`src/mide_pkg.sv`:
```
// Constants and types shared by the decode/execute core and its ALU
package mide_pkg;
   // Widths and stack depth
   localparam int IW = 13;
   localparam int PCW = 13;
   localparam int DW = 8;
   localparam int RAW = 6;
   localparam int PCA = 4;
   localparam int STK_DEPTH = 8;
   // Oscillator periods per instruction cycle
   localparam int CLK_PER_ICYC = 2;
   // Special register addresses
   localparam logic [5:0] REG_PC = 6'h02;
   localparam logic [5:0] REG_BANK = 6'h04;
   // Reset values
   localparam logic [12:0] PC_RST = 13'h0000;
   localparam logic [7:0] ACC_RST = 8'h00;
   localparam logic IE_RST = 1'b0;
   localparam logic TO_RST = 1'b1;
   localparam logic PD_RST = 1'b1;
   // Instruction groups
   localparam logic [1:0] GRP_REG = 2'h0;
   localparam logic [1:0] GRP_BIT = 2'h1;
   localparam logic [1:0] GRP_JMP = 2'h2;
   localparam logic [1:0] GRP_LIT = 2'h3;
   // Operand-free codes
   localparam logic [3:0] MC_DAA = 4'h1;
   localparam logic [3:0] MC_CTLW = 4'h2;
   localparam logic [3:0] MC_SLEEP = 4'h3;
   localparam logic [3:0] MC_WATCHDOG_CLEAR_INSTR = 4'h4;
   localparam logic [3:0] MC_ENI = 4'h5;
   localparam logic [3:0] MC_IRQ_DISABLE_INSTR = 4'h6;
   localparam logic [3:0] MC_RET = 4'h7;
   localparam logic [3:0] MC_RETURN_FROM_IRQ_INSTR = 4'h8;
   localparam logic [3:0] MC_CTLR = 4'h9;
   // Literal codes
   localparam logic [2:0] LC_MOV = 3'h0;
   localparam logic [2:0] LC_OR = 3'h1;
   localparam logic [2:0] LC_AND = 3'h2;
   localparam logic [2:0] LC_XOR = 3'h3;
   localparam logic [2:0] LC_RETL = 3'h4;
   localparam logic [2:0] LC_SUB = 3'h5;
   localparam logic [2:0] LC_ADD = 3'h6;
   localparam logic [2:0] LC_EXT = 3'h7;
   // Extended literal codes
   localparam logic [1:0] EC_BANK = 2'h0;
   localparam logic [1:0] EC_LCALL = 2'h1;
   localparam logic [1:0] EC_LJMP = 2'h2;
   localparam logic [1:0] EC_TBRD = 2'h3;
   // Bit operation kinds
   localparam logic [1:0] BK_CLR = 2'h0;
   localparam logic [1:0] BK_SET = 2'h1;
   localparam logic [1:0] BK_SKC = 2'h2;
   localparam logic [1:0] BK_SKS = 2'h3;
   // Decimal adjust
   localparam logic [3:0] BCD_DIGIT_MAX = 4'h9;
   localparam logic [7:0] BCD_BYTE_MAX = 8'h99;
   localparam logic [7:0] DAA_LO_ADJ = 8'h06;
   localparam logic [7:0] DAA_HI_ADJ = 8'h60;
   typedef enum logic [3:0] {
      AOP_PASSA = 4'h0, AOP_CLR = 4'h1, AOP_SUB = 4'h2, AOP_DEC = 4'h3,
      AOP_OR = 4'h4, AOP_AND = 4'h5, AOP_XOR = 4'h6, AOP_ADD = 4'h7,
      AOP_PASSR = 4'h8, AOP_COM = 4'h9, AOP_INC = 4'ha, AOP_DJZ = 4'hb,
      AOP_RRC = 4'hc, AOP_RLC = 4'hd, AOP_SWAP = 4'he, AOP_JZ = 4'hf
   } mide_aop_t;
   typedef enum logic [2:0] {
      ST_RUN = 3'b000, ST_SKIP = 3'b001, ST_HOLD = 3'b010,
      ST_LONG = 3'b011, ST_TBL = 3'b100, ST_SLEEP = 3'b101
   } mide_state_t;
   // Instruction word views
   typedef struct packed {
      logic [1:0] grp; logic [3:0] aop; logic dst; logic [5:0] ra;
   } mide_rfrm_t;
   typedef struct packed {
      logic [1:0] grp; logic [1:0] kind; logic [2:0] bsel; logic [5:0] ra;
   } mide_bfrm_t;
   typedef struct packed {
      logic [1:0] grp; logic jmp; logic [9:0] k;
   } mide_jfrm_t;
   typedef struct packed {
      logic [1:0] grp; logic [2:0] code; logic [7:0] k;
   } mide_lfrm_t;
   typedef struct packed {
      logic [7:0] res; logic z; logic c; logic dc; logic wz; logic wc; logic wdc;
   } mide_alu_out_t;
endpackage

```
`src/mide_alu.sv`:
```
// Arithmetic and logic unit with per-operation flag write enables
`timescale 1ns/1ps
module mide_alu (
   // Operation
   input wire mide_pkg::mide_aop_t i_aop,
   input wire logic i_daa,
   // Operands
   input wire logic [7:0] i_acc,
   input wire logic [7:0] i_opd,
   input wire logic i_c,
   input wire logic i_dc,
   // Result
   output mide_pkg::mide_alu_out_t o_res
);
   wire [8:0] add_w = {1'b0, i_opd} + {1'b0, i_acc};
   wire [4:0] addn_w = {1'b0, i_opd[3:0]} + {1'b0, i_acc[3:0]};
   wire [8:0] sub_w = {1'b0, i_opd} - {1'b0, i_acc};
   wire [4:0] subn_w = {1'b0, i_opd[3:0]} - {1'b0, i_acc[3:0]};
   wire lo_fix = i_dc || (i_acc[3:0] > mide_pkg::BCD_DIGIT_MAX);
   wire hi_fix = i_c || (i_acc > mide_pkg::BCD_BYTE_MAX);
   wire [7:0] daa_w = i_acc + (lo_fix ? mide_pkg::DAA_LO_ADJ : 8'h00)
                      + (hi_fix ? mide_pkg::DAA_HI_ADJ : 8'h00);
   logic [7:0] res;
   logic c;
   logic dc;
   logic wz;
   logic wc;
   always_comb begin
      res = i_opd;
      c = i_c;
      dc = i_dc;
      wz = 1'b1;
      wc = 1'b0;
      case (i_aop)
         mide_pkg::AOP_PASSA: begin res = i_acc; wz = 1'b0; end
         mide_pkg::AOP_CLR: res = 8'h00;
         mide_pkg::AOP_SUB: begin res = sub_w[7:0]; c = ~sub_w[8]; dc = ~subn_w[4]; wc = 1'b1; end // RULE20
         mide_pkg::AOP_DEC: res = i_opd - 8'h01;
         mide_pkg::AOP_OR: res = i_opd | i_acc;
         mide_pkg::AOP_AND: res = i_opd & i_acc;
         mide_pkg::AOP_XOR: res = i_opd ^ i_acc;
         mide_pkg::AOP_ADD: begin res = add_w[7:0]; c = add_w[8]; dc = addn_w[4]; wc = 1'b1; end // RULE20
         mide_pkg::AOP_COM: res = ~i_opd;
         mide_pkg::AOP_INC: res = i_opd + 8'h01;
         mide_pkg::AOP_DJZ: begin res = i_opd - 8'h01; wz = 1'b0; end // RULE11
         mide_pkg::AOP_JZ: begin res = i_opd + 8'h01; wz = 1'b0; end // RULE12
         mide_pkg::AOP_RRC: begin res = {i_c, i_opd[7:1]}; c = i_opd[0]; wz = 1'b0; wc = 1'b1; end // RULE13
         mide_pkg::AOP_RLC: begin res = {i_opd[6:0], i_c}; c = i_opd[7]; wz = 1'b0; wc = 1'b1; end // RULE14
         mide_pkg::AOP_SWAP: begin res = {i_opd[3:0], i_opd[7:4]}; wz = 1'b0; end
         default: res = i_opd;
      endcase
      if (i_daa) begin
         res = daa_w;
         c = hi_fix | i_c;
         wz = 1'b0;
         wc = 1'b1; // RULE21
      end
   end
   assign o_res = '{res: res, z: (res == 8'h00), c: c, dc: dc, wz: wz, wc: wc,
                    wdc: (wc && !i_daa && (i_aop == mide_pkg::AOP_ADD
                                           || i_aop == mide_pkg::AOP_SUB))};
endmodule // mide_alu

```
`src/mide_core.sv`:
```
// Instruction decode and execute control for the 8-bit core
`timescale 1ns/1ps
// Functional notes
// (RULE1) Instruction words are 13 bits: operation field plus operand fields.
// (RULE2) One instruction cycle is two clocks; ordinary instructions take one.
// (RULE3) Any write to the program counter register costs two instruction cycles.
// (RULE4) A taken conditional skip costs two cycles and discards the skipped word.
// (RULE5) Jump, call and all returns take one instruction cycle.
// (RULE6) Any bit of any register can be set, cleared or tested.
// (RULE7) Port registers are addressed and operated on like general registers.
// (RULE8) Literals are 8 bits for data and 10 bits for jump targets.
// (RULE9) Return from interrupt pops the stack and re-enables interrupts.
// (RULE10) Sleep clears watchdog, stops oscillator, updates flags; clear updates both.
// (RULE11) Decrement-skip writes value minus one, skips on zero, flags untouched.
// (RULE12) Increment-skip writes value plus one, skips on zero, flags untouched.
// (RULE13) Rotate right through carry: bit 0 to carry, carry to bit 7.
// (RULE14) Rotate left through carry: bit 7 to carry, carry to bit 0.
// (RULE15) Short call pushes next address; short call and jump use page plus literal.
// (RULE16) Return with literal loads the accumulator and pops the stack.
// (RULE17) Long call takes target from next word and pushes return address.
// (RULE18) Long jump takes target from next word without a push.
// (RULE19) Table read copies low byte, or high five bits with upper bits cleared.
// (RULE20) Add and subtract update zero, carry, digit carry; subtract is operand minus A.
// (RULE21) Logic and move ops set zero only; adjust and rotates set carry only. Literal move and move from A (AOP_PASSA) set no flags here.
// (RULE22) Bank select loads bits 7:6 of bank register, no flags touched.
module mide_core #(
   parameter int STACK_DEPTH = mide_pkg::STK_DEPTH
) (
   // Clock and reset
   input wire logic i_core_clk,
   input wire logic i_arst_n,
   // Program memory, data valid in the cycle its address is shown
   output logic [mide_pkg::PCW-1:0] o_pm_addr,
   input wire logic [mide_pkg::IW-1:0] i_pm_data,
   // Register file including port data registers
   output logic [mide_pkg::RAW-1:0] o_rf_addr,
   input wire logic [mide_pkg::DW-1:0] i_rf_rdata,
   output logic o_rf_we,
   output logic [mide_pkg::DW-1:0] o_rf_wdata,
   input wire logic i_tbl_half,
   // Core control register
   output logic o_ctrl_we,
   output logic [mide_pkg::DW-1:0] o_ctrl_wdata,
   input wire logic [mide_pkg::DW-1:0] i_ctrl_rdata,
   // Port control registers
   output logic o_pctl_we,
   output logic [mide_pkg::PCA-1:0] o_pctl_addr,
   output logic [mide_pkg::DW-1:0] o_pctl_wdata,
   input wire logic [mide_pkg::DW-1:0] i_pctl_rdata,
   // Power and watchdog
   input wire logic i_wake,
   output logic o_wdt_clr,
   output logic o_osc_stop,
   output logic o_timeout_flag,
   output logic o_power_flag,
   // Core state
   output logic o_irq_en,
   output logic [mide_pkg::DW-1:0] o_acc,
   output logic o_zero,
   output logic o_carry,
   output logic o_digit_carry
);
   localparam int SPW = $clog2(STACK_DEPTH);

   mide_pkg::mide_state_t state_reg;
   mide_pkg::mide_state_t state_next;
   logic ph_reg;
   logic [mide_pkg::IW-1:0] ir_reg;
   logic [mide_pkg::IW-1:0] lw_reg;
   logic [mide_pkg::PCW-1:0] pc_reg;
   logic [mide_pkg::PCW-1:0] pc_next;
   logic [mide_pkg::PCW-1:0] pm_addr_reg;
   logic [mide_pkg::DW-1:0] acc_reg;
   logic z_reg;
   logic c_reg;
   logic dc_reg;
   logic ie_reg;
   logic to_reg;
   logic pd_reg;
   logic wdt_clr_reg;
   logic osc_stop_reg;
   logic [mide_pkg::RAW-1:0] rf_addr_reg;
   logic rf_we_reg;
   logic [mide_pkg::DW-1:0] rf_wdata_reg;
   logic ctrl_we_reg;
   logic pctl_we_reg;
   logic [mide_pkg::PCA-1:0] pctl_addr_reg;
   logic [mide_pkg::PCW-1:0] stk_mem [STACK_DEPTH];
   logic [SPW-1:0] sp_reg;
   logic wk1_reg;
   logic wk2_reg;
   logic wk3_reg;

   // Instruction word views
   mide_pkg::mide_rfrm_t rw;
   mide_pkg::mide_bfrm_t bw;
   mide_pkg::mide_jfrm_t jw;
   mide_pkg::mide_lfrm_t lw;
   mide_pkg::mide_lfrm_t fw;
   assign rw = ir_reg; // RULE1
   assign bw = ir_reg;
   assign jw = ir_reg;
   assign lw = ir_reg;
   assign fw = i_pm_data;

   // Group decode
   wire misc = (rw.grp == mide_pkg::GRP_REG) && (rw.aop == 4'h0) && !rw.dst;
   wire is_io = misc && rw.ra[5];
   wire [3:0] mcode = rw.ra[3:0];
   wire is_mc = misc && !rw.ra[5];
   wire regop = (rw.grp == mide_pkg::GRP_REG) && !misc;
   wire bitop = bw.grp == mide_pkg::GRP_BIT;
   wire is_call = (jw.grp == mide_pkg::GRP_JMP) && !jw.jmp;
   wire is_jmp = (jw.grp == mide_pkg::GRP_JMP) && jw.jmp;
   wire litop = lw.grp == mide_pkg::GRP_LIT;
   wire is_ext = litop && (lw.code == mide_pkg::LC_EXT);
   wire [1:0] ecode = lw.k[7:6];
   wire is_bank = is_ext && (ecode == mide_pkg::EC_BANK);
   wire is_lcall = is_ext && (ecode == mide_pkg::EC_LCALL);
   wire is_ljmp = is_ext && (ecode == mide_pkg::EC_LJMP);
   wire is_tbrd = is_ext && (ecode == mide_pkg::EC_TBRD);
   wire is_retl = litop && (lw.code == mide_pkg::LC_RETL);
   wire is_ret = is_mc && (mcode == mide_pkg::MC_RET);
   wire is_return_from_irq_instr = is_mc && (mcode == mide_pkg::MC_RETURN_FROM_IRQ_INSTR);
   wire is_sleep = is_mc && (mcode == mide_pkg::MC_SLEEP);
   wire is_watchdog_clear_instr = is_mc && (mcode == mide_pkg::MC_WATCHDOG_CLEAR_INSTR);
   wire is_daa = is_mc && (mcode == mide_pkg::MC_DAA);
   wire is_ctlr = is_mc && (mcode == mide_pkg::MC_CTLR);
   wire is_pop = is_ret || is_return_from_irq_instr || is_retl;
   wire f_bank = (fw.grp == mide_pkg::GRP_LIT) && (fw.code == mide_pkg::LC_EXT)
                 && (fw.k[7:6] == mide_pkg::EC_BANK);

   // Operand fetch; the program counter register reads the live counter
   wire [7:0] r_val = (rf_addr_reg == mide_pkg::REG_PC) ? pc_reg[7:0] : i_rf_rdata; // RULE7
   wire [2:0] lcode = lw.code;
   wire [3:0] lit_aop = (lcode == mide_pkg::LC_OR) ? mide_pkg::AOP_OR :
                        (lcode == mide_pkg::LC_AND) ? mide_pkg::AOP_AND :
                        (lcode == mide_pkg::LC_XOR) ? mide_pkg::AOP_XOR :
                        (lcode == mide_pkg::LC_SUB) ? mide_pkg::AOP_SUB :
                        (lcode == mide_pkg::LC_ADD) ? mide_pkg::AOP_ADD : mide_pkg::AOP_PASSR;
   wire [3:0] aop_sel = litop ? lit_aop : (is_daa ? mide_pkg::AOP_PASSA : rw.aop);
   wire [7:0] opd = litop ? lw.k : r_val; // RULE8
   mide_pkg::mide_alu_out_t alu;

   mide_alu u_alu (
      .i_aop(mide_pkg::mide_aop_t'(aop_sel)),
      .i_daa(is_daa),
      .i_acc(acc_reg),
      .i_opd(opd),
      .i_c(c_reg),
      .i_dc(dc_reg),
      .o_res(alu)
   );

   // Bit operations on any register
   wire [7:0] bmask = 8'h01 << bw.bsel;
   wire bit_val = r_val[bw.bsel];
   wire [7:0] bit_res = (bw.kind == mide_pkg::BK_SET) ? (r_val | bmask) : (r_val & ~bmask); // RULE6
   wire bit_wr = bitop && ((bw.kind == mide_pkg::BK_SET) || (bw.kind == mide_pkg::BK_CLR));

   // Write-back selection
   wire lit_noflag = litop && ((lcode == mide_pkg::LC_MOV) || is_retl || is_ext);
   wire wr_acc = (regop && !rw.dst) || (litop && !is_ext) || is_daa || is_ctlr
                 || (is_io && !rw.ra[4]);
   wire wr_reg = (regop && rw.dst) || bit_wr || is_bank;
   wire [7:0] reg_wd = is_bank ? {lw.k[1:0], r_val[5:0]} : (bitop ? bit_res : alu.res); // RULE22
   wire [7:0] acc_wd = is_ctlr ? i_ctrl_rdata : (is_io ? i_pctl_rdata : alu.res); // RULE16
   wire fl_en = (regop || litop || is_daa) && !lit_noflag;
   wire skip_aop = (rw.aop == mide_pkg::AOP_DJZ) || (rw.aop == mide_pkg::AOP_JZ);
   wire skip = (regop && skip_aop && alu.z) // RULE11 RULE12
               || (bitop && (bw.kind == mide_pkg::BK_SKC) && !bit_val)
               || (bitop && (bw.kind == mide_pkg::BK_SKS) && bit_val);
   wire pc_wr = wr_reg && (rf_addr_reg == mide_pkg::REG_PC); // RULE3

   // Stack
   wire [SPW-1:0] sp_inc = SPW'(sp_reg + 1'b1);
   wire [SPW-1:0] sp_dec = SPW'(sp_reg - 1'b1);
   wire [mide_pkg::PCW-1:0] pc_inc = pc_reg + 1'b1;
   wire [mide_pkg::PCW-1:0] tos = stk_mem[sp_dec];
   wire [mide_pkg::PCW-1:0] short_tgt = {pc_reg[12:10], jw.k}; // RULE15
   wire [mide_pkg::PCW-1:0] tbl_addr = {pc_reg[12:8], acc_reg};
   wire ex = ph_reg && (state_reg == mide_pkg::ST_RUN);
   wire lg = ph_reg && (state_reg == mide_pkg::ST_LONG);
   wire push = (ex && is_call) || (lg && is_lcall); // RULE17
   wire pop = ex && is_pop;
   wire [mide_pkg::PCW-1:0] push_val = pc_inc;
   wire woke = wk2_reg && wk3_reg;

   assign pc_next = is_pop ? tos : // RULE5 RULE9 RULE16
                    (is_call || is_jmp) ? short_tgt :
                    pc_wr ? {pc_reg[12:8], reg_wd} : pc_inc;
   assign state_next = skip ? mide_pkg::ST_SKIP : // RULE4
                       pc_wr ? mide_pkg::ST_HOLD :
                       (is_lcall || is_ljmp) ? mide_pkg::ST_LONG :
                       is_tbrd ? mide_pkg::ST_TBL :
                       is_sleep ? mide_pkg::ST_SLEEP : mide_pkg::ST_RUN;

   // Two-clock instruction cycle: fetch phase then execute phase
   always_ff @(posedge i_core_clk or negedge i_arst_n) begin
      if (!i_arst_n) begin
         ph_reg <= 1'b0;
      end else begin
         ph_reg <= ~ph_reg; // RULE2
      end
   end

   // Wake pin synchroniser
   always_ff @(posedge i_core_clk or negedge i_arst_n) begin
      if (!i_arst_n) begin
         {wk1_reg, wk2_reg, wk3_reg} <= 3'h0;
      end else begin
         {wk1_reg, wk2_reg, wk3_reg} <= {i_wake, wk1_reg, wk2_reg};
      end
   end

   // Stack storage needs no reset
   always_ff @(posedge i_core_clk) begin
      if (push) begin
         stk_mem[sp_reg] <= (lg ? pc_inc : push_val);
      end
   end

   // Sequencing, counter and fetch
   always_ff @(posedge i_core_clk or negedge i_arst_n) begin
      if (!i_arst_n) begin
         state_reg <= mide_pkg::ST_RUN;
         ir_reg <= '0;
         lw_reg <= '0;
         pc_reg <= mide_pkg::PC_RST;
         pm_addr_reg <= mide_pkg::PC_RST;
         sp_reg <= '0;
         rf_addr_reg <= '0;
         pctl_addr_reg <= '0;
      end else begin
         if (!ph_reg && (state_reg == mide_pkg::ST_RUN)) begin
            ir_reg <= i_pm_data;
            rf_addr_reg <= f_bank ? mide_pkg::REG_BANK : fw.k[5:0];
            pctl_addr_reg <= fw.k[3:0];
         end
         if (!ph_reg && (state_reg == mide_pkg::ST_LONG)) begin
            lw_reg <= i_pm_data; // RULE17 RULE18
         end
         if (push) begin
            sp_reg <= sp_inc;
         end else if (pop) begin
            sp_reg <= sp_dec;
         end
         if (ex) begin
            state_reg <= state_next;
            pc_reg <= pc_next;
            pm_addr_reg <= is_tbrd ? tbl_addr : pc_next;
         end else if (ph_reg) begin
            case (state_reg)
               mide_pkg::ST_SKIP: begin
                  pc_reg <= pc_inc; // RULE4
                  pm_addr_reg <= pc_inc;
                  state_reg <= mide_pkg::ST_RUN;
               end
               mide_pkg::ST_LONG: begin
                  pc_reg <= lw_reg;
                  pm_addr_reg <= lw_reg;
                  state_reg <= mide_pkg::ST_RUN;
               end
               mide_pkg::ST_SLEEP: begin
                  if (woke) begin
                     state_reg <= mide_pkg::ST_RUN;
                  end
               end
               default: begin
                  pm_addr_reg <= pc_reg;
                  state_reg <= mide_pkg::ST_RUN;
               end
            endcase
         end
      end
   end

   // Data path state and one-clock strobes
   always_ff @(posedge i_core_clk or negedge i_arst_n) begin
      if (!i_arst_n) begin
         acc_reg <= mide_pkg::ACC_RST;
         {z_reg, c_reg, dc_reg} <= 3'h0;
         ie_reg <= mide_pkg::IE_RST;
         to_reg <= mide_pkg::TO_RST;
         pd_reg <= mide_pkg::PD_RST;
         {wdt_clr_reg, rf_we_reg, ctrl_we_reg, pctl_we_reg} <= 4'h0;
         rf_wdata_reg <= '0;
         osc_stop_reg <= 1'b0;
      end else begin
         wdt_clr_reg <= ex && (is_sleep || is_watchdog_clear_instr); // RULE10
         rf_we_reg <= ex && wr_reg;
         ctrl_we_reg <= ex && is_mc && (mcode == mide_pkg::MC_CTLW);
         pctl_we_reg <= ex && is_io && rw.ra[4];
         if (ex && wr_reg) begin
            rf_wdata_reg <= reg_wd;
         end
         if (!ph_reg && (state_reg == mide_pkg::ST_TBL)) begin
            rf_we_reg <= 1'b1;
            rf_wdata_reg <= i_tbl_half ? {3'h0, i_pm_data[12:8]} : i_pm_data[7:0]; // RULE19
         end
         if (ex && wr_acc) begin
            acc_reg <= acc_wd;
         end
         if (ex && fl_en) begin
            if (alu.wz) z_reg <= alu.z; // RULE21
            if (alu.wc) c_reg <= alu.c;
            if (alu.wdc) dc_reg <= alu.dc; // RULE20
         end
         if (ex && (is_return_from_irq_instr || (is_mc && mcode == mide_pkg::MC_ENI))) begin
            ie_reg <= 1'b1; // RULE9
         end else if (ex && is_mc && (mcode == mide_pkg::MC_IRQ_DISABLE_INSTR)) begin
            ie_reg <= 1'b0;
         end
         if (ex && (is_sleep || is_watchdog_clear_instr)) begin
            to_reg <= 1'b1;
            pd_reg <= is_watchdog_clear_instr;
         end
         if (ex && is_sleep) begin
            osc_stop_reg <= 1'b1;
         end else if (ph_reg && (state_reg == mide_pkg::ST_SLEEP) && woke) begin
            osc_stop_reg <= 1'b0;
         end
      end
   end

   assign o_pm_addr = pm_addr_reg;
   assign o_rf_addr = rf_addr_reg;
   assign o_rf_we = rf_we_reg;
   assign o_rf_wdata = rf_wdata_reg;
   assign o_ctrl_we = ctrl_we_reg;
   assign o_ctrl_wdata = acc_reg;
   assign o_pctl_we = pctl_we_reg;
   assign o_pctl_addr = pctl_addr_reg;
   assign o_pctl_wdata = acc_reg;
   assign o_wdt_clr = wdt_clr_reg;
   assign o_osc_stop = osc_stop_reg;
   assign o_timeout_flag = to_reg;
   assign o_power_flag = pd_reg;
   assign o_irq_en = ie_reg;
   assign o_acc = acc_reg;
   assign o_zero = z_reg;
   assign o_carry = c_reg;
   assign o_digit_carry = dc_reg;

   // Checks
   a_phase_toggle: assert property (@(posedge i_core_clk) disable iff (!i_arst_n) // RULE2
      ph_reg |=> !ph_reg ##1 ph_reg) else $error("phase did not alternate");
   a_pcwr_hold: assert property (@(posedge i_core_clk) disable iff (!i_arst_n) // RULE3
      ex && pc_wr |=> state_reg == mide_pkg::ST_HOLD ##2 state_reg == mide_pkg::ST_RUN)
      else $error("pc write not two cycles");
   a_skip_flush: assert property (@(posedge i_core_clk) disable iff (!i_arst_n) // RULE4
      ex && skip |-> ##3 pc_reg == mide_pkg::PCW'($past(pc_reg, 3) + 2'd2))
      else $error("skip did not discard one word");
   a_ret_one: assert property (@(posedge i_core_clk) disable iff (!i_arst_n) // RULE5
      ex && is_ret |=> state_reg == mide_pkg::ST_RUN && pc_reg == $past(tos))
      else $error("return not single cycle");
   a_return_from_irq_instr_irq: assert property (@(posedge i_core_clk) disable iff (!i_arst_n) // RULE9
      ex && is_return_from_irq_instr |=> o_irq_en && sp_reg == $past(sp_dec))
      else $error("return_from_irq_instr did not enable interrupts");
   a_sleep_flags: assert property (@(posedge i_core_clk) disable iff (!i_arst_n) // RULE10
      ex && is_sleep |=> o_wdt_clr && o_osc_stop && o_timeout_flag && !o_power_flag
      ##1 !o_wdt_clr) else $error("sleep effects wrong");
   a_rrc_carry: assert property (@(posedge i_core_clk) disable iff (!i_arst_n) // RULE13
      ex && regop && rw.dst && rw.aop == mide_pkg::AOP_RRC
      |=> o_rf_wdata[7] == $past(c_reg) && o_carry == $past(r_val[0]))
      else $error("rotate right carry wrong");
   a_call_push: assert property (@(posedge i_core_clk) disable iff (!i_arst_n) // RULE15
      ex && is_call |=> sp_reg == $past(sp_inc) && pc_reg == $past(short_tgt))
      else $error("short call wrong");
   a_ljmp_tgt: assert property (@(posedge i_core_clk) disable iff (!i_arst_n) // RULE18
      lg && is_ljmp |=> pc_reg == $past(lw_reg) && sp_reg == $past(sp_reg))
      else $error("long jump wrong");
   a_tbl_high: assert property (@(posedge i_core_clk) disable iff (!i_arst_n) // RULE19
      !ph_reg && state_reg == mide_pkg::ST_TBL && i_tbl_half
      |=> o_rf_we && o_rf_wdata[7:5] == 3'h0) else $error("table high half wrong");
endmodule // mide_core

```
`config.mk`:
```
export PLATFORM = sky130hd
export DESIGN_NAME = mide_core
export DESIGN_NICKNAME = d
export VERILOG_FILES = /design/src/mide_pkg.sv /design/src/mide_alu.sv /design/src/mide_core.sv
export SDC_FILE = /design/constraint.sdc
export NUM_CORES = 1
export LEC_CHECK = 0
export BUFFER_PORTS_ARGS = -buffer_cell sky130_fd_sc_hd__buf_2
export CORE_ASPECT_RATIO = 0.8
export CORE_MARGIN = 3
export CORE_UTILIZATION = 45
export DETAILED_ROUTE_END_ITERATION = 10
export SLEW_MARGIN = 20
export SYNTH_ARGS = -nofsm -noshare
export SYNTH_HDL_FRONTEND = slang
export SYNTH_SLANG_ARGS = --single-unit
```
`constraint.sdc`:
```
create_clock -name i_core_clk -period 4.5 [get_ports i_core_clk]
set_input_delay 0.9 -clock i_core_clk [delete_from_list [all_inputs] [get_ports i_core_clk]]
set_output_delay 0.9 -clock i_core_clk [all_outputs]
set_load 0.02 [all_outputs]
```
After elaboration in Yosys (flattened, before gate mapping)

Memories as Yosys holds them, arrays and structs flattened.
Cells that the tools add are included.

Memory bits (read-only): 0
Memories: 1
Input port bits: 41
RAM bits: 104
Register bits after elaboration: 98
Output and inout bits: 66
Latch bits: 0
Logic and storage cells: 281

Memory list:

| name    | words | bits a word | rd ports | clocked after memory_dff | write ports | line            | source |
|---|---|---|---|---|---|---|---|
| stk_mem | 8     | 13          | 1        | 0                        | 1           | mide_core.sv:88 | `logic [mide_pkg::PCW-1:0] stk_mem [STACK_DEPTH];` |

Muxes and demuxes: 59
$lt $le $gt $ge: 3
Bitwise logic cells: 11
Equal/unequal tests: 50
Reduce and logical (&&, ||, !) cells: 121
$mul: 0
Add/subtract/negate cells: 11
Shift-type cells: 1
Divide/modulo/power cells: 0

Operators by type and width:

| cell                                           | count |
|---|---|
| two-way mux 13 bit                             | 8 |
| one-hot mux 8 bit (13 select lines)            | 1 |
| two-way mux 8 bit                              | 11 |
| logical AND 1 bit                              | 60 |
| == test 4 bit (second input constant)          | 11 |
| one-hot mux 13 bit (3 select lines)            | 1 |
| two-way mux 3 bit                              | 12 |
| == test 4 x 3 -> 1 bit (second input constant) | 8 |
| two-way mux 4 bit                              | 7 |
| one-hot mux 13 bit (2 select lines)            | 1 |
| logical OR 1 bit                               | 24 |
| == test 3 bit (second input constant)          | 7 |
| adder 8 bit                                    | 2 |
| bitwise AND 8 bit                              | 2 |
| == test 4 x 2 -> 1 bit (second input constant) | 4 |
| inverter 8 bit                                 | 2 |
| OR 8 bit                                       | 2 |
| == test 2 bit (second input constant)          | 7 |
| adder 13 x 1 -> 13 bit (second input constant) | 1 |
| two-way mux 1 bit                              | 13 |
| nonzero test 2 bit                             | 6 |
| zero test 1 bit                                | 10 |
| adder 8 x 8 -> 9 bit                           | 1 |
| == test 3 x 2 -> 1 bit (second input constant) | 3 |
| 36 further kinds                               | 52 |

Logic depth before layout (Yosys ltp)

Word-level depth: 18
Depth in mapped cells: 17
Depth with buffers taken out: 15

Hierarchy

A second synthesis with hierarchy kept.

Cells, all modules: 1379
Area total of the unflattened synthesis: 13377.8 µm²

Modules (own cells, without submodules):

| module    | seq. area each (µm²) | cells an instance | area an instance (µm²) | times used |
|---|---|---|---|---|
| mide_core | 5476.5               | 997               | 10787.8                | 1 |
| mide_alu  | 0.0                  | 382               | 2590.0                 | 1 |

Worst setup path after synthesis

OpenSTA, ideal clock, no wires.

Kind: register to register
From: register rf_addr_reg (netlist bit o_rf_addr[0])
To: register state_reg[1]
Setup slack: 0.245 ns
Data arrival time: 4.131 ns
Clock period less this slack: 4.255 ns
Setup time: 0.124 ns
Cell stages (with the launch flop): 15
Path through: dfrtp_1 > nor4b_4 > nand3_1 > a31oi_1 > inv_1 > ha_1 > o21bai_1 > a21oi_1 > or3b_2 > xor2_1 > o22ai_1 > a2111oi_2 > a21oi_2 > or3_4 > o31a_1

Longest elaborated chain between the ends: 12

Ends and longest elaborated chain:

| item                                         | line                               | source |
|---|---|---|
| start: declaration                           | mide_core.sv:82                    | `logic [mide_pkg::RAW-1:0] rf_addr_reg;` |
| start signal: assignment                     | mide_core.sv:237                   | `rf_addr_reg <= f_bank ? mide_pkg::REG_BANK : fw.k[5:0];` |
| == test 6 x 2 -> 1 bit (*)                   | mide_core.sv:134, mide_core.sv:173 |  |
| two-way mux 8 bit                            | mide_core.sv:134                   | `wire [7:0] r_val = (rf_addr_reg == mide_pkg::REG_PC) ? pc_reg[7:0] : i_rf_rdata;` |
| two-way mux 8 bit                            | mide_core.sv:142                   | `wire [7:0] opd = litop ? lw.k : r_val;` |
| adder 8 x 1 -> 8 bit (tied with other cells) | mide_alu.sv:44, mide_alu.sv:46     |  |
| one-hot mux 8 bit (13 select lines)          | mide_alu.sv:34                     | `case (i_aop)` |
| two-way mux 8 bit                            | mide_alu.sv:52                     | `if (i_daa) begin` |
| zero test 8 bit                              | mide_alu.sv:59                     | `assign o_res = '{res: res, z: (res == 8'h00), c: c, dc: dc, wz: wz, wc: wc,` |
| logical AND 1 bit                            | mide_core.sv:170                   | `wire skip = (regop && skip_aop && alu.z)` |
| logical OR 1 bit                             | mide_core.sv:171                   | `\|\| (bitop && (bw.kind == mide_pkg::BK_SKC) && !bit_val)` |
| logical OR 1 bit                             | mide_core.sv:172                   | `\|\| (bitop && (bw.kind == mide_pkg::BK_SKS) && bit_val);` |
| two-way mux 3 bit (*)                        | mide_core.sv:192                   | `assign state_next = skip ? mide_pkg::ST_SKIP :` |
| two-way mux 3 bit (*)                        | mide_core.sv:248                   | `if (ex) begin` |
| end signal: assignment                       | mide_core.sv:249                   | `state_reg <= state_next;` |
| end signal: assignment                       | mide_core.sv:257                   | `state_reg <= mide_pkg::ST_RUN;` |
| end signal: assignment                       | mide_core.sv:262                   | `state_reg <= mide_pkg::ST_RUN;` |
| end: declaration                             | mide_core.sv:65                    | `mide_pkg::mide_state_t state_reg;` |

Every way passes the cells marked *; elsewhere a longest branch is shown, timed or not. The select of a mux whose other input is x is not followed.
A chain may end at the register's enable or synchronous reset.

Worst setup path after layout

From: register rf_addr_reg (netlist bit o_rf_addr[3])
To: register pm_addr_reg (netlist bit o_pm_addr[7])

Longest elaborated chain between the ends: 13

Ends and longest elaborated chain:

| item                                         | line                               | source |
|---|---|---|
| == test 6 x 2 -> 1 bit (*)                   | mide_core.sv:134, mide_core.sv:173 |  |
| two-way mux 8 bit                            | mide_core.sv:134                   |  |
| two-way mux 8 bit                            | mide_core.sv:142                   |  |
| adder 8 x 1 -> 8 bit (tied with other cells) | mide_alu.sv:44, mide_alu.sv:46     |  |
| one-hot mux 8 bit (13 select lines)          | mide_alu.sv:34                     |  |
| two-way mux 8 bit                            | mide_alu.sv:52                     |  |
| two-way mux 8 bit (2 in a row)               | mide_core.sv:166                   | `wire [7:0] reg_wd = is_bank ? {lw.k[1:0], r_val[5:0]} : (bitop ? bit_res : alu.res);` |
| two-way mux 13 bit (*)                       | mide_core.sv:191                   | `pc_wr ? {pc_reg[12:8], reg_wd} : pc_inc;` |
| two-way mux 13 bit (*)                       | mide_core.sv:190                   | `(is_call \|\| is_jmp) ? short_tgt :` |
| two-way mux 13 bit (*)                       | mide_core.sv:189                   | `assign pc_next = is_pop ? tos :` |
| two-way mux 13 bit (*)                       | mide_core.sv:251                   | `pm_addr_reg <= is_tbrd ? tbl_addr : pc_next;` |
| two-way mux 13 bit (*)                       | mide_core.sv:248                   |  |
| end signal: assignment                       | mide_core.sv:251                   |  |
| end signal: assignment                       | mide_core.sv:256                   | `pm_addr_reg <= pc_inc;` |
| end signal: assignment                       | mide_core.sv:261                   | `pm_addr_reg <= lw_reg;` |
| end: declaration                             | mide_core.sv:72                    | `logic [mide_pkg::PCW-1:0] pm_addr_reg;` |

Every way passes the cells marked *; elsewhere a longest branch is shown, timed or not.

==> run metrics <==
clock skew ~0.013 ns; Max Slew Vio Count 0; FF+latch count, synth slightly below 200; placed cells between 1.5k and 2k; f_max 232 MHz; Post-layout nets between 1.5k and 2k; Critical Path Fanout Max 8; CP arrival 4.64 ns; post-route ant nets 0; maximum vdd drop between 0.0004 and 0.0005 V; Avg Inst Size Synth between 9 and 10 um2; sequential share of the synthesized area a little over two fifths; Worst-path clk slew 0.08 ns; status finished, final reports clean; post-synth top area share roughly 24%; CP Cell Sequence or4b_1, buf_6, o21ai_4, nand3_2, o21ai_2, inv_2, ha_1, or3_1, o22ai_1, mux2i_1, o311ai_1, o21ai_1, a31oi_1, a32o_1, a221o_1; Final Util between 50% and 60%; number of global-route vias before repair approximately 11k; final setup fails 0; routability cong. slightly above 1; hold_ws 0.352 ns; Die Ht 158 um; RSZ-0062 raised after global routing no; io pins 107; DR iter-0 viols 1882; grt ovf 0; Reg with most FFs stk_mem; Slowest-stage cell, CP or4b_1; crit path capture type flip-flop; setup ws final 0.190 ns; Worst Setup SP o_rf_addr[3]; Via density roughly 6.4; fin cells between 1.5k and 2k; Post-Synthesis Cells 1353; first-pass GRT wire length 75600 um; leak pwr about 0.0063 uW; cell internal pwr ~6700 uW; Die ar. around 31000 um2; Initial Util 46.6%; DR vias ~12k; Tightest Pin Transition about 0.89 ns; Max Cap Viol 0; wire length per cell after detailed routing 27.2 um; CTS tree yes; largest net degree at the start of global routing 50; H-tree depth 4; crit path time final approximately 4.3 ns; drt pass-1 iters 6; Fill cells ~2.5k; max FFs per register about 100; Tot Pwr ~14000 uW; pre-CTS setup slack -0.0820 ns; IO Port Bufs 105; CP Class flip-flop to flip-flop; hpwl dp 39300 um; Sw Pwr about 7000 uW; switch share 51.0%; cell family with most CP delay compound AO/OA/AOI/OAI gates; Post-synth EDFFs roughly 100; CTS sink cnt between 150 and 200; HP Class flip-flop to flip-flop; Synth Warn # 0; initial antenna violation count 1; Cell variety after synth between 90 and 100; Clock Tree Root clkbuf_16; CP Launch Type flip-flop; DR DRC count 0; core footprint about 28000 um2; All-Layer GR Usage around a third; power per cell area ~900 nW/um2; clock tree buffer depth 2; Mapped Nets 1440; FF-to-FF Start o_rf_addr[3]; die width 196 um; synth top area cells edfxtp_1 (24%), dfrtp_1 (18%), mux4_2 (4.9%); ys flop type edfxtp_1; final worst-path cycle share a little over nine tenths; Comb pwr share about two thirds; Routed WL 51100 um; clock share of power between 10% and 20%; max_slew headroom between 30% and 40%; row count 54; CP max stage delay 0.56 ns; worst path required time 4.83 ns; Final Hold Violating Endpoints 0; Post-Syn Area between 10000 and 15000 um2; Seq pwr share a little over a fifth; share of cells above drive strength 1 roughly 24%; hold_sp wk1_reg; asr flop ratio synth 47.5%; WP buf/inv 2; Area growth syn-to-layout 17.0%; Synth area leader edfxtp_1; clock latency at the later pin of the worst-skew pair 0.45 ns; cts bufs inserted 17
[power groups by stage]
stage / combinational (uW) / sequential (uW) / clock (uW)
6_report: 9200 / 2900 / 1600
3_5_place_dp: 8710 / 2910 / 0
5_1_grt: 9790 / 2930 / 1700
3_3_place_gp: 8710 / 2910 / 0
2_1_floorplan: 5220 / 2960 / 0
4_1_cts: 8780 / 2870 / 1630
[layout by cell type (no fill, tap or decap), types with 5 or more instances in the layout]
master	n
nand2_1	135
buf_4	125
nor2_1	115
buf_2	104
edfxtp_1	104
a21oi_1	97
dfrtp_1	91
o21ai_0	82
nand3_1	56
inv_1	51
ha_1	40
nor3_1	35
mux4_2	28
mux2i_1	26
o22ai_1	25
xnor2_1	24
a31oi_1	24
and3_1	20
mux2_2	18
nand2b_1	17
clkbuf_16	17
and2_1	16
xor2_1	13
o211ai_1	11
a221oi_1	10
nor2b_1	9
o221ai_1	9
a21o_1	8
o2111ai_1	8
a211oi_1	7
nor4_1	6
o21a_1	6
a22o_1	6
a21oi_2	5
o21ai_1	5
nand4_1	5
a221o_1	5
[metrics by stage]
stage | cell area, um2 | setup TNS [ns]
final | 15200 | 0
after global routing | 15100 | 0
after CTS | 15000 | 0
after detailed placement | 14400 | -0.158
after floorplan | 12900 | 0
after global placement | 14400 | -0.168
[routing by layer]
layer | vias to the layer above | GRT usage [%] | part of all wire, %
li1 | 5303 | - | -
met1 | 5870 | 51.3 | 46
met2 | 825 | 43.7 | 38
met3 | 43 | 13.3 | 15
met4 | 0 | 5.06 | 1.3
met5 | - | 0 | 0
[area by class of cell]
type	count	area (um2)	area share (%)
sequential	198	5480	36.2
inverter	55	206	1.36
antenna	1	2.50	0.0165
clock buffer	17	425	2.81
clock inverter	15	196	1.30
multi-input combinational	994	6900	45.5
tap	364	455	3.01
timing repair buffer	231	1490	9.83
[synth_stat cells (5+ instances only)]
| library cell | number |
|---|---|
| nand2_1 | 136 |
| nor2_1 | 115 |
| edfxtp_1 | 104 |
| a21oi_1 | 100 |
| dfrtp_1 | 93 |
| o21ai_0 | 82 |
| clkbuf_1 | 61 |
| nand3_1 | 56 |
| inv_1 | 52 |
| ha_1 | 42 |
| nor3_1 | 37 |
| mux4_2 | 28 |
| o22ai_1 | 27 |
| mux2i_1 | 26 |
| a31oi_1 | 25 |
| xnor2_1 | 24 |
| buf_4 | 21 |
| and3_1 | 20 |
| mux2_2 | 18 |
| nand2b_1 | 17 |
| and2_1 | 16 |
| buf_2 | 14 |
| xor2_1 | 14 |
| o211ai_1 | 11 |
| a221oi_1 | 10 |
| buf_1 | 9 |
| nor2b_1 | 9 |
| o221ai_1 | 9 |
| a21o_1 | 8 |
| nor4_1 | 8 |
| o2111ai_1 | 8 |
| a211oi_1 | 7 |
| a22o_1 | 6 |
| o21a_1 | 6 |
| a221o_1 | 5 |
| nand4_1 | 5 |
| o21ai_1 | 5 |
[timing repair]
item | in CTS | in global routing
gates resized for setup | 5 | 16
hold endpoints to repair | 0 | 0
hold buffers | 0 | 0
pin swaps | 0 | 5
setup buffers | 0 | 2
endpoints found under the setup margin | 3 | 13
[kinds of logic (layout without fill, tap and decap cells)]
logic type	after synthesis	in the layout	share of synthesized area, %
XOR/XNOR	38	38	2.57
other	1	2	0.0290
buffers and inverters	161	318	5.47
AND/OR/NAND/NOR	451	451	16.7
multiplexers	72	72	8.45
adder cells (fa/ha/maj)	46	46	4.68
AO/OA/AOI/OAI	386	386	19.8
flip-flops	198	198	42.3
[path summary, 6_finish.rpt]
| kind | to | slack, ns | cells past startpoint |
|---|---|---|---|
| min | wk2_reg | 0.35 | 0 |
| max in group asynchronous | o_power_flag | 3.10 | 2 |
| min reg2reg | wk2_reg | 0.35 | 0 |
| max reg2reg | o_pm_addr[7] | 0.19 | 15 |
| max | o_pm_addr[7] | 0.19 | 15 |
| min in group asynchronous | bw[3] | 0.48 | 1 |
(Power assumes the default switching activity.)
